`config.mk`:
```
export PLATFORM = sky130hd
export DESIGN_NAME = elt_loop_ctrl
export DESIGN_NICKNAME = d
export VERILOG_FILES = /design/src/verilog/elt_sync.v /design/src/verilog/elt_delay.v /design/src/verilog/elt_loop_ctrl.v
export VERILOG_INCLUDE_DIRS = /design/src /design/src/verilog
export SDC_FILE = /design/constraint.sdc
export NUM_CORES = 1
export LEC_CHECK = 0
export ABC_AREA = 1
export ABC_CLOCK_PERIOD_IN_PS = 1300
export BUFFER_PORTS_ARGS = -buffer_cell sky130_fd_sc_hd__buf_2
export CAP_MARGIN = 10
export CORE_ASPECT_RATIO = 0.75
export CORE_UTILIZATION = 47
export DETAILED_ROUTE_END_ITERATION = 8
export PLACE_DENSITY = 0.79
export SLEW_MARGIN = 40
export SYNTH_ARGS = -nofsm -noshare
export SYNTH_HDL_FRONTEND = slang
export SYNTH_SLANG_ARGS = --single-unit
```
`constraint.sdc`:
```
create_clock -name clk -period 1.3 [get_ports clk]
set_input_delay 0.13 -clock clk [delete_from_list [all_inputs] [get_ports clk]]
set_output_delay 0.13 -clock clk [all_outputs]
set_load 0.005 [all_outputs]
```
`src/verilog/elt_defs.vh`:
```
// constants for the loopback and test-pattern control block
`ifndef ELT_DEFS_VH
`define ELT_DEFS_VH
`define ELT_MODE_GMII     3'h0
`define ELT_MODE_RGMII    3'h1
`define ELT_MODE_MII      3'h2
`define ELT_MODE_TBI      3'h3
`define ELT_MODE_RTBI     3'h4
`define ELT_PAT_LOW       2'h0
`define ELT_PAT_MIXED     2'h1
`define ELT_PAT_HIGH      2'h2
`define ELT_PAT_CUSTOM    2'h3
`define ELT_CLK_MHZ       20
`define ELT_SOP_MIN_NS    119
`define ELT_SOP_MAX_NS    121
`define ELT_EOP_MIN_NS    211
`define ELT_EOP_MAX_NS    216
// least time rounds up to whole clock cycles
`define ELT_SOP_CYC       ((`ELT_SOP_MIN_NS * `ELT_CLK_MHZ + 999) / 1000)
`define ELT_EOP_CYC       ((`ELT_EOP_MIN_NS * `ELT_CLK_MHZ + 999) / 1000)
`define ELT_COL_MAX_TXC   64
`define ELT_RST_CODE      10'h000
`endif

```
`src/verilog/elt_sync.v`:
```
// two-flop synchroniser for one level from outside the clock domain
`timescale 1ns/1ps
module elt_sync (
	input  wire clk,
	input  wire reset_n,
	input  wire d,
	output wire q
);
	reg meta_q;
	reg sync_q;
	// first flop is read only by the second
	always @(posedge clk) begin
		if (!reset_n) begin
			meta_q <= 1'b0;
			sync_q <= 1'b0;
		end else begin
			meta_q <= d;
			sync_q <= meta_q;
		end
	end
	assign q = sync_q;
endmodule // elt_sync

```
`src/verilog/elt_delay.v`:
```
// fixed-length delay line for a code word and its marker
`timescale 1ns/1ps
module elt_delay #(
	parameter WIDTH = 11,
	parameter DEPTH = 3
) (
	input  wire             clk,
	input  wire             reset_n,
	input  wire [WIDTH-1:0] din,
	output wire [WIDTH-1:0] dout
);
	reg [WIDTH-1:0] stage_q [0:DEPTH-1];
	integer i;
	// shift one stage per clock
	always @(posedge clk) begin
		for (i = 0; i < DEPTH; i = i + 1) begin
			if (!reset_n)
				stage_q[i] <= {WIDTH{1'b0}};
			else if (i == 0)
				stage_q[i] <= din;
			else
				stage_q[i] <= stage_q[i-1];
		end
	end
	assign dout = stage_q[DEPTH-1];
endmodule // elt_delay

```
`src/verilog/elt_loop_ctrl.v`:
```
// loopback muxes, drive-out gating, collision test and jitter pattern source
// Function
// [RULE1] diag loop in gmii/rgmii/mii: rx decoder takes tx encoder codes
// [RULE2] diag loop keeps rate buffers in path; rx clock may differ
// [RULE3] diag loop in tbi/rtbi: parallel tx codes return to parallel rx
// [RULE4] tbi/rtbi diag loop: rx clocking comes from gtx clock
// [RULE5] diag loop: drive-out 0 floats serial tx, 1 sends too; clock toggles
// [RULE6] diag loop: col held low unless collision test is set
// [RULE7] terminal loop: cdr takes serial data from own tx driver
// [RULE8] terminal loop: drive-out 0 floats serial tx, 1 sends too
// [RULE9] remote loop: tx logic takes rx parallel data, rest runs normally
// [RULE10] software clears diag and terminal bits when using remote loop
// [RULE11] remote loop in tbi/rtbi only with rx locked to reference
// [RULE12] remote loop: drive-out 0 forces rx pins low, 1 outputs them
// [RULE13] pattern enable: encoder sends selected jitter pattern codes
// [RULE14] enable set: pattern starts at once, packet cut off
// [RULE15] enable cleared: pattern stops at once, packet resumes
// [RULE16] clock outputs switch source or squelch without glitches
// [RULE17] gmii: start code leaves 119..121 ns after tx_en sampled; code raises sop_mark 3 clocks (150 ns) after
// [RULE18] gmii: rx_dv drops 211..216 ns after end code arrives; code drops it 5 clocks (250 ns) after deser_eop sampled
// [RULE19] collision test: col within 64 tx clocks, drops one after
// [RULE20] nothing enabled: all muxes in pass-through
`timescale 1ns/1ps
`include "elt_defs.vh"
module elt_loop_ctrl #(
	parameter SOP_CYC = `ELT_SOP_CYC,
	parameter EOP_CYC = `ELT_EOP_CYC
) (
	input  wire       clk,
	input  wire       reset_n,
	input  wire [2:0] parallel_mode,
	input  wire       diag_loop_enable,
	input  wire       diag_loop_drive_out,
	input  wire       terminal_loop_enable,
	input  wire       terminal_loop_drive_out,
	input  wire       remote_loop_enable,
	input  wire       remote_loop_drive_out,
	input  wire       col_test,
	input  wire       pattern_gen_enable,
	input  wire [1:0] pattern_select,
	input  wire [9:0] custom_pattern,
	input  wire       link_clk,
	input  wire       tx_en,
	input  wire       tx_er,
	input  wire [7:0] txd,
	input  wire [9:0] tbi_tx_code,
	input  wire [9:0] enc_code,
	input  wire       enc_sop,
	input  wire [9:0] deser_code,
	input  wire       deser_eop,
	input  wire [9:0] ser_rx_code,
	input  wire       rx_dv_in,
	input  wire       rx_er_in,
	input  wire [7:0] rxd_in,
	input  wire       crs_in,
	input  wire       col_in,
	input  wire       ref_clk_en,
	input  wire       rec_clk_en,
	input  wire       clk_sel_rec,
	input  wire       clk_squelch,
	output reg  [9:0] dec_code,
	output reg  [9:0] tx_code,
	output reg        ser_tx_data_oe_n,
	output reg  [9:0] cdr_code,
	output reg        tx_en_out,
	output reg        tx_er_out,
	output reg  [7:0] txd_out,
	output reg        rx_dv,
	output reg        rx_er,
	output reg  [7:0] rxd,
	output reg        crs,
	output reg        col,
	output reg        rx_clk_from_gtx,
	output reg        rate_buf_bypass,
	output reg        gp_clk_out,
	output reg        sop_mark,
	output reg        eop_dv_drop
);
	wire tbi_mode = (parallel_mode == `ELT_MODE_TBI) || (parallel_mode == `ELT_MODE_RTBI);
	wire gmii_mode = (parallel_mode == `ELT_MODE_GMII);
	wire lclk_s;
	wire ref_s;
	wire rec_s;
	wire [10:0] sop_dly;
	wire [10:0] eop_dly;
	reg  lclk_q;
	reg  [6:0] col_cnt_q;
	reg  tx_en_q;
	reg  [9:0] pat_q;
	reg  [9:0] pat_d;
	reg  [3:0] pat_idx_q;
	reg  sel_q;
	reg  sq_q;
	reg  ref_seen_q;
	reg  rec_seen_q;
	reg  ref_en_q;
	reg  rec_en_q;
	reg  dv_q;
	wire lclk_rise;
	wire tx_en_s;

	// link clock and gp clock sources arrive from outside: synchronise
	elt_sync u_lclk (
		.clk     (clk),
		.reset_n (reset_n),
		.d       (link_clk),
		.q       (lclk_s)
	);
	elt_sync u_ref (
		.clk     (clk),
		.reset_n (reset_n),
		.d       (ref_clk_en),
		.q       (ref_s)
	);
	elt_sync u_rec (
		.clk     (clk),
		.reset_n (reset_n),
		.d       (rec_clk_en),
		.q       (rec_s)
	);
	// tx_en toggles on the link clock: the collision and start logic read it synchronised
	elt_sync u_txen (
		.clk     (clk),
		.reset_n (reset_n),
		.d       (tx_en),
		.q       (tx_en_s)
	);

	always @(posedge clk) begin
		if (!reset_n)
			lclk_q <= 1'b0;
		else
			lclk_q <= lclk_s;
	end
	assign lclk_rise = lclk_s & ~lclk_q;

	// jitter pattern generator: steps one code per clock
	always @* begin
		case (pattern_select)
		`ELT_PAT_LOW:    pat_d = pat_idx_q[0] ? 10'h3E0 : 10'h01F;
		`ELT_PAT_MIXED:  pat_d = pat_idx_q[0] ? 10'h383 : 10'h07C;
		`ELT_PAT_HIGH:   pat_d = 10'h155;
		`ELT_PAT_CUSTOM: pat_d = custom_pattern;
		default:         pat_d = 10'h155;
		endcase
	end

	always @(posedge clk) begin
		if (!reset_n) begin
			pat_q <= `ELT_RST_CODE;
			pat_idx_q <= 4'h0;
		end else begin
			pat_q <= pat_d;
			pat_idx_q <= pat_idx_q + 4'h1;
		end
	end

	// encoder output: pattern replaces coding at once, no packet boundary wait
	always @(posedge clk) begin
		if (!reset_n)
			tx_code <= `ELT_RST_CODE;
		else if (pattern_gen_enable)
			tx_code <= pat_q; // [RULE13] [RULE14]
		else if (tbi_mode)
			tx_code <= tbi_tx_code;
		else
			tx_code <= enc_code; // [RULE15] [RULE20]
	end

	// receive decoder source and terminal loop into the cdr
	always @(posedge clk) begin
		if (!reset_n) begin
			dec_code <= `ELT_RST_CODE;
			cdr_code <= `ELT_RST_CODE;
			rx_clk_from_gtx <= 1'b0;
			rate_buf_bypass <= 1'b0;
		end else begin
			if (diag_loop_enable && tbi_mode)
				dec_code <= tbi_tx_code; // [RULE3]
			else if (diag_loop_enable)
				dec_code <= enc_code; // [RULE1]
			else
				dec_code <= deser_code; // [RULE20]
			cdr_code <= terminal_loop_enable ? tx_code : ser_rx_code; // [RULE7]
			rx_clk_from_gtx <= diag_loop_enable & tbi_mode; // [RULE4]
			rate_buf_bypass <= 1'b0; // [RULE2] [RULE9]
		end
	end

	// serial driver floats only in reset or in diag or terminal loop without drive-out
	always @(posedge clk) begin
		if (!reset_n)
			ser_tx_data_oe_n <= 1'b1;
		else if (diag_loop_enable && !diag_loop_drive_out)
			ser_tx_data_oe_n <= 1'b1; // [RULE5]
		else if (terminal_loop_enable && !terminal_loop_drive_out)
			ser_tx_data_oe_n <= 1'b1; // [RULE8]
		else
			ser_tx_data_oe_n <= 1'b0;
	end

	// collision test counter in link clock cycles
	always @(posedge clk) begin
		if (!reset_n) begin
			col_cnt_q <= 7'h00;
			tx_en_q <= 1'b0;
		end else if (lclk_rise) begin
			tx_en_q <= tx_en_s;
			if (!tx_en_s || !col_test)
				col_cnt_q <= 7'h00;
			else if (col_cnt_q < 7'h7F)
				col_cnt_q <= col_cnt_q + 7'h01;
		end
	end

	// transmit side: remote loop feeds rx parallel data back
	always @(posedge clk) begin
		if (!reset_n) begin
			tx_en_out <= 1'b0;
			tx_er_out <= 1'b0;
			txd_out <= 8'h00;
		end else if (remote_loop_enable) begin
			tx_en_out <= rx_dv_in; // [RULE9]
			tx_er_out <= rx_er_in;
			txd_out <= rxd_in;
		end else begin
			tx_en_out <= tx_en;
			tx_er_out <= tx_er;
			txd_out <= txd;
		end
	end

	// receive pins: forced low in remote loop without drive-out
	always @(posedge clk) begin
		if (!reset_n) begin
			rx_dv <= 1'b0;
			rx_er <= 1'b0;
			rxd <= 8'h00;
			crs <= 1'b0;
			col <= 1'b0;
		end else if (remote_loop_enable && !remote_loop_drive_out) begin
			rx_dv <= 1'b0; // [RULE12]
			rx_er <= 1'b0;
			rxd <= 8'h00;
			crs <= 1'b0;
			col <= 1'b0;
		end else begin
			rx_dv <= gmii_mode ? (rx_dv_in & ~eop_dly[10]) : rx_dv_in;
			rx_er <= rx_er_in;
			rxd <= rxd_in;
			crs <= crs_in;
			if (col_test)
				col <= tx_en_q && tx_en_s && (col_cnt_q != 7'h00); // [RULE19]
			else if (diag_loop_enable)
				col <= 1'b0; // [RULE6]
			else
				col <= col_in;
		end
	end

	// latency lines: sop marker and end-of-packet rx_dv drop
	// the second tx_en synchroniser flop and the sop_mark register already spend two of the start cycles
	elt_delay #(.WIDTH(11), .DEPTH(SOP_CYC - 2)) u_sop (
		.clk     (clk),
		.reset_n (reset_n),
		.din     ({tx_en_s & ~tx_en_q & gmii_mode, 10'h000}),
		.dout    (sop_dly)
	);
	elt_delay #(.WIDTH(11), .DEPTH(EOP_CYC)) u_eop (
		.clk     (clk),
		.reset_n (reset_n),
		.din     ({deser_eop & gmii_mode, deser_code}),
		.dout    (eop_dly)
	);

	always @(posedge clk) begin
		if (!reset_n) begin
			sop_mark <= 1'b0;
			eop_dv_drop <= 1'b0;
			dv_q <= 1'b0;
		end else begin
			sop_mark <= sop_dly[10] | (enc_sop & 1'b0); // [RULE17]
			eop_dv_drop <= eop_dly[10]; // [RULE18]
			dv_q <= rx_dv;
		end
	end

	// glitch-free clock switch: change source or squelch only while output low
	always @(posedge clk) begin
		if (!reset_n) begin
			sel_q <= 1'b0;
			sq_q <= 1'b1;
			ref_seen_q <= 1'b0;
			rec_seen_q <= 1'b0;
			ref_en_q <= 1'b0;
			rec_en_q <= 1'b0;
			gp_clk_out <= 1'b0;
		end else begin
			ref_en_q <= ref_s;
			rec_en_q <= rec_s;
			ref_seen_q <= ref_en_q;
			rec_seen_q <= rec_en_q;
			if (!gp_clk_out) begin
				sel_q <= clk_sel_rec; // [RULE16]
				sq_q <= clk_squelch;
			end
			gp_clk_out <= sq_q ? 1'b0 : (sel_q ? rec_en_q : ref_en_q); // [RULE16]
		end
	end
endmodule // elt_loop_ctrl

```
==> run metrics <==
status=finished, final reports clean; number of buffers created by CTS=9; vias in the first global route=3201; synth top area cells=dfxtp_1 (53%), nand2_1 (9.6%), nor2_1 (9.4%); Synth Instances=roughly 480; Clock Path Buffers=2; DRC Markers=0; sum of negative setup slack=0 ps; Hold Vio Cnt, Final=0; DR vias=~3.5k; dpl hpwl=between 6000 and 7000 um; largest net degree at the start of global routing=around 40; initial drt markers=about 120; RSZ-0062 raised after global routing=no; Core Box Area=around 7400 um^2; Comb pwr share=11.9%; startpoint class of the critical path=flip-flop; die footprint=around 8000 um^2; wire per inst=between 10 and 15 um; Skew-Pair Late Insertion Delay=approximately 350 ps; Post-Layout Cell Count=approximately 750; final worst-path cycle share=90.3%; placed cells=between 700 and 800; initial antenna violation count=0; Vias per Instance=roughly 4.6; sequential fraction of design power=51.1%; Rows=27; max-slew violations=0; hold path depth=3; fin nets=740; worst setup path start=col_cnt_q[0]; R2R cell count=6; first-pass GRT wire length=between 10000 and 15000 um; total global-route track usage=22.6%; grt ovf=0; Tmin final=between 1000 and 1500 ps; top cell type's share of synthesized area=a little over half; Routability Congestion=~0.8; Setup Skew=around 6.6 ps; clock root cell=clkbuf_8; peak supply drop=0.975 mV; Pre-Repair DR Iteration Count=4; IO Port Bufs=149; # fillers=slightly above 600; count of cell types in the netlist=30; mean post-synth cell area=~7.4 um^2; critical hold path startpoint=rxd_in[1]; Core Util, Final=about 65%; Reg-to-Reg Start=col_cnt_q[0]; antenna fix cells=0; fmax=around 0.85 GHz; max-cap viol count=0; clock power share=between 30% and 40%; internal power=4690 uW; synthesized area=roughly 3600 um^2; Data arrival, critical path=about 1400 ps; drt total wl=8790 um; IO Count=between 150 and 200; Layout area overhead=33.7%; Synthesized Nets=580; die height=around 78 um; crit path capture type=flip-flop; Static Leak=roughly 0.0027 uW; CTS tree=built; final setup vio count=0; # clock sinks=95; Starting Density=48.7%; Syn. warnings=0; worst min path class=in2reg; pwr/cell area=between 1000 and 1500 nW/um^2; Worst Path Required=1550 ps; #FFs+latches synth=95; area leader, netlist=dfxtp_1; Crit Path Class=reg2reg; Reg clk slew, reported paths=approximately 90 ps; smallest hold slack=22.8 ps; Die X-Extent=between 100 and 150 um; H-tree levels=3; Routed Antenna Nets=0; switch share=23.4%; register area share after synthesis=52.8%; layout cells sized above 1=approximately 29%; CP max FO=4; Net Switching=around 1400 uW
[cell usage after synthesis]
cell       n
nor2_1    90
dfxtp_1   95
or2_2      2
a311oi_1   1
o21ai_2    1
nor2_4     1
ha_1       2
nand3_4    1
conb_1     1
nor3_1     2
mux2i_1    1
buf_1      1
nand3_1   31
nand4_1    1
clkbuf_1   8
buf_4      3
buf_2      9
o21ai_0   31
o211a_1    1
nand2_2    2
inv_2      1
clkbuf_8   1
nand2_4    1
nand2_1   92
a21oi_1   19
nor2_2     3
inv_1     79
nor4_1     1
o221ai_1   1
a21oi_2    2
[layer usage]
layer | GRT usage, % | up-vias | share of wire [%]
met5 | 0 | - | 0
met4 | 8.59 | 0 | 1.4
met3 | 7.39 | 10 | 7.6
met2 | 39.7 | 117 | 49
met1 | 25.2 | 1560 | 42
li1 | - | 1784 | -
[worst max-delay path, cell delays in order, from the launching register on]
cell and delay (ps):
dfxtp_2 380, ha_1 210, nand3_1 120, o21ai_0 170, nand3_1 90, nand2_1 60
nor2_1 40
[cell families (layout without fill, tap and decap cells)]
group           Yosys count  after routing  synth area share [%]
other cells               1              1                 0.104
compound gates           56             56                  8.43
simple gates            227            227                  26.2
flops                    95             95                  52.8
buf+inv                 102            266                  11.5
fa+ha+maj                 2              2                 0.694
mux                       1              1                 0.278
[path summary, 6_finish.rpt]
| check | end | slack, ps |
|---|---|---|
| hold / removal | rxd[1] | 20 |
| setup reg to reg | col_cnt_q[4] | 130 |
| setup / recovery | col_cnt_q[4] | 130 |
| hold reg to reg | u_eop.stage_q[3][10] | 420 |
[stage by stage]
| stage | worst slack, ps | power (uW) | instance area (um^2) |
|---|---|---|---|
| floorplan | 236 | 3540 | 3600 |
| global placement | 86.6 | 3870 | 4450 |
| detailed placement | 65.0 | 3890 | 4450 |
| CTS | 41.7 | 6180 | 4820 |
| global route | 12.8 | 6410 | 4820 |
| finish | 126 | 6120 | 4820 |
[final cells by class]
cell class	instances	area [um^2]	share of cell area, %
clock buffer	10	128	2.65
clock inverter	5	106	2.21
timing repair buffer	171	968	20.1
inverter	80	300	6.23
multi-input combinational	287	1290	26.7
tap	101	126	2.62
sequential	95	1900	39.5
[registers in the layout, indices dropped and copies added (netlist names), 5 cells and up]
register,count
dec_code,10
col_cnt_q,7
tx_code,10
txd_out,8
cdr_code,10
u_eop.stage_q,5
pat_q,10
rxd,8
[timing repair]
action	CTS	global route
hold buffers	13	0
endpoints found under the hold margin	13	0
gates resized for setup	0	2
setup buffers	0	0
setup endpoints to repair	0	1
[cell usage in the layout, fill, tap and decap left out, types with 9 or more instances in the layout]
cell type      instances
buf_2                149
dfxtp_1               94
nand2_1               92
nor2_1                90
inv_1                 79
nand3_1               31
o21ai_0               30
a21oi_1               19
dlygate4sd3_1         13
clkbuf_8               9
[power groups by stage]
| stage | logic (uW) | registers (uW) | clock network [uW] |
|---|---|---|---|
| finish | 730 | 3130 | 2260 |
| detailed placement | 697 | 3200 | 0 |
| global route | 830 | 3140 | 2430 |
| CTS | 731 | 3130 | 2320 |
| floorplan | 341 | 3200 | 0 |
| global placement | 677 | 3190 | 0 |
No activity file was read; power rests on OpenSTA's default activity.
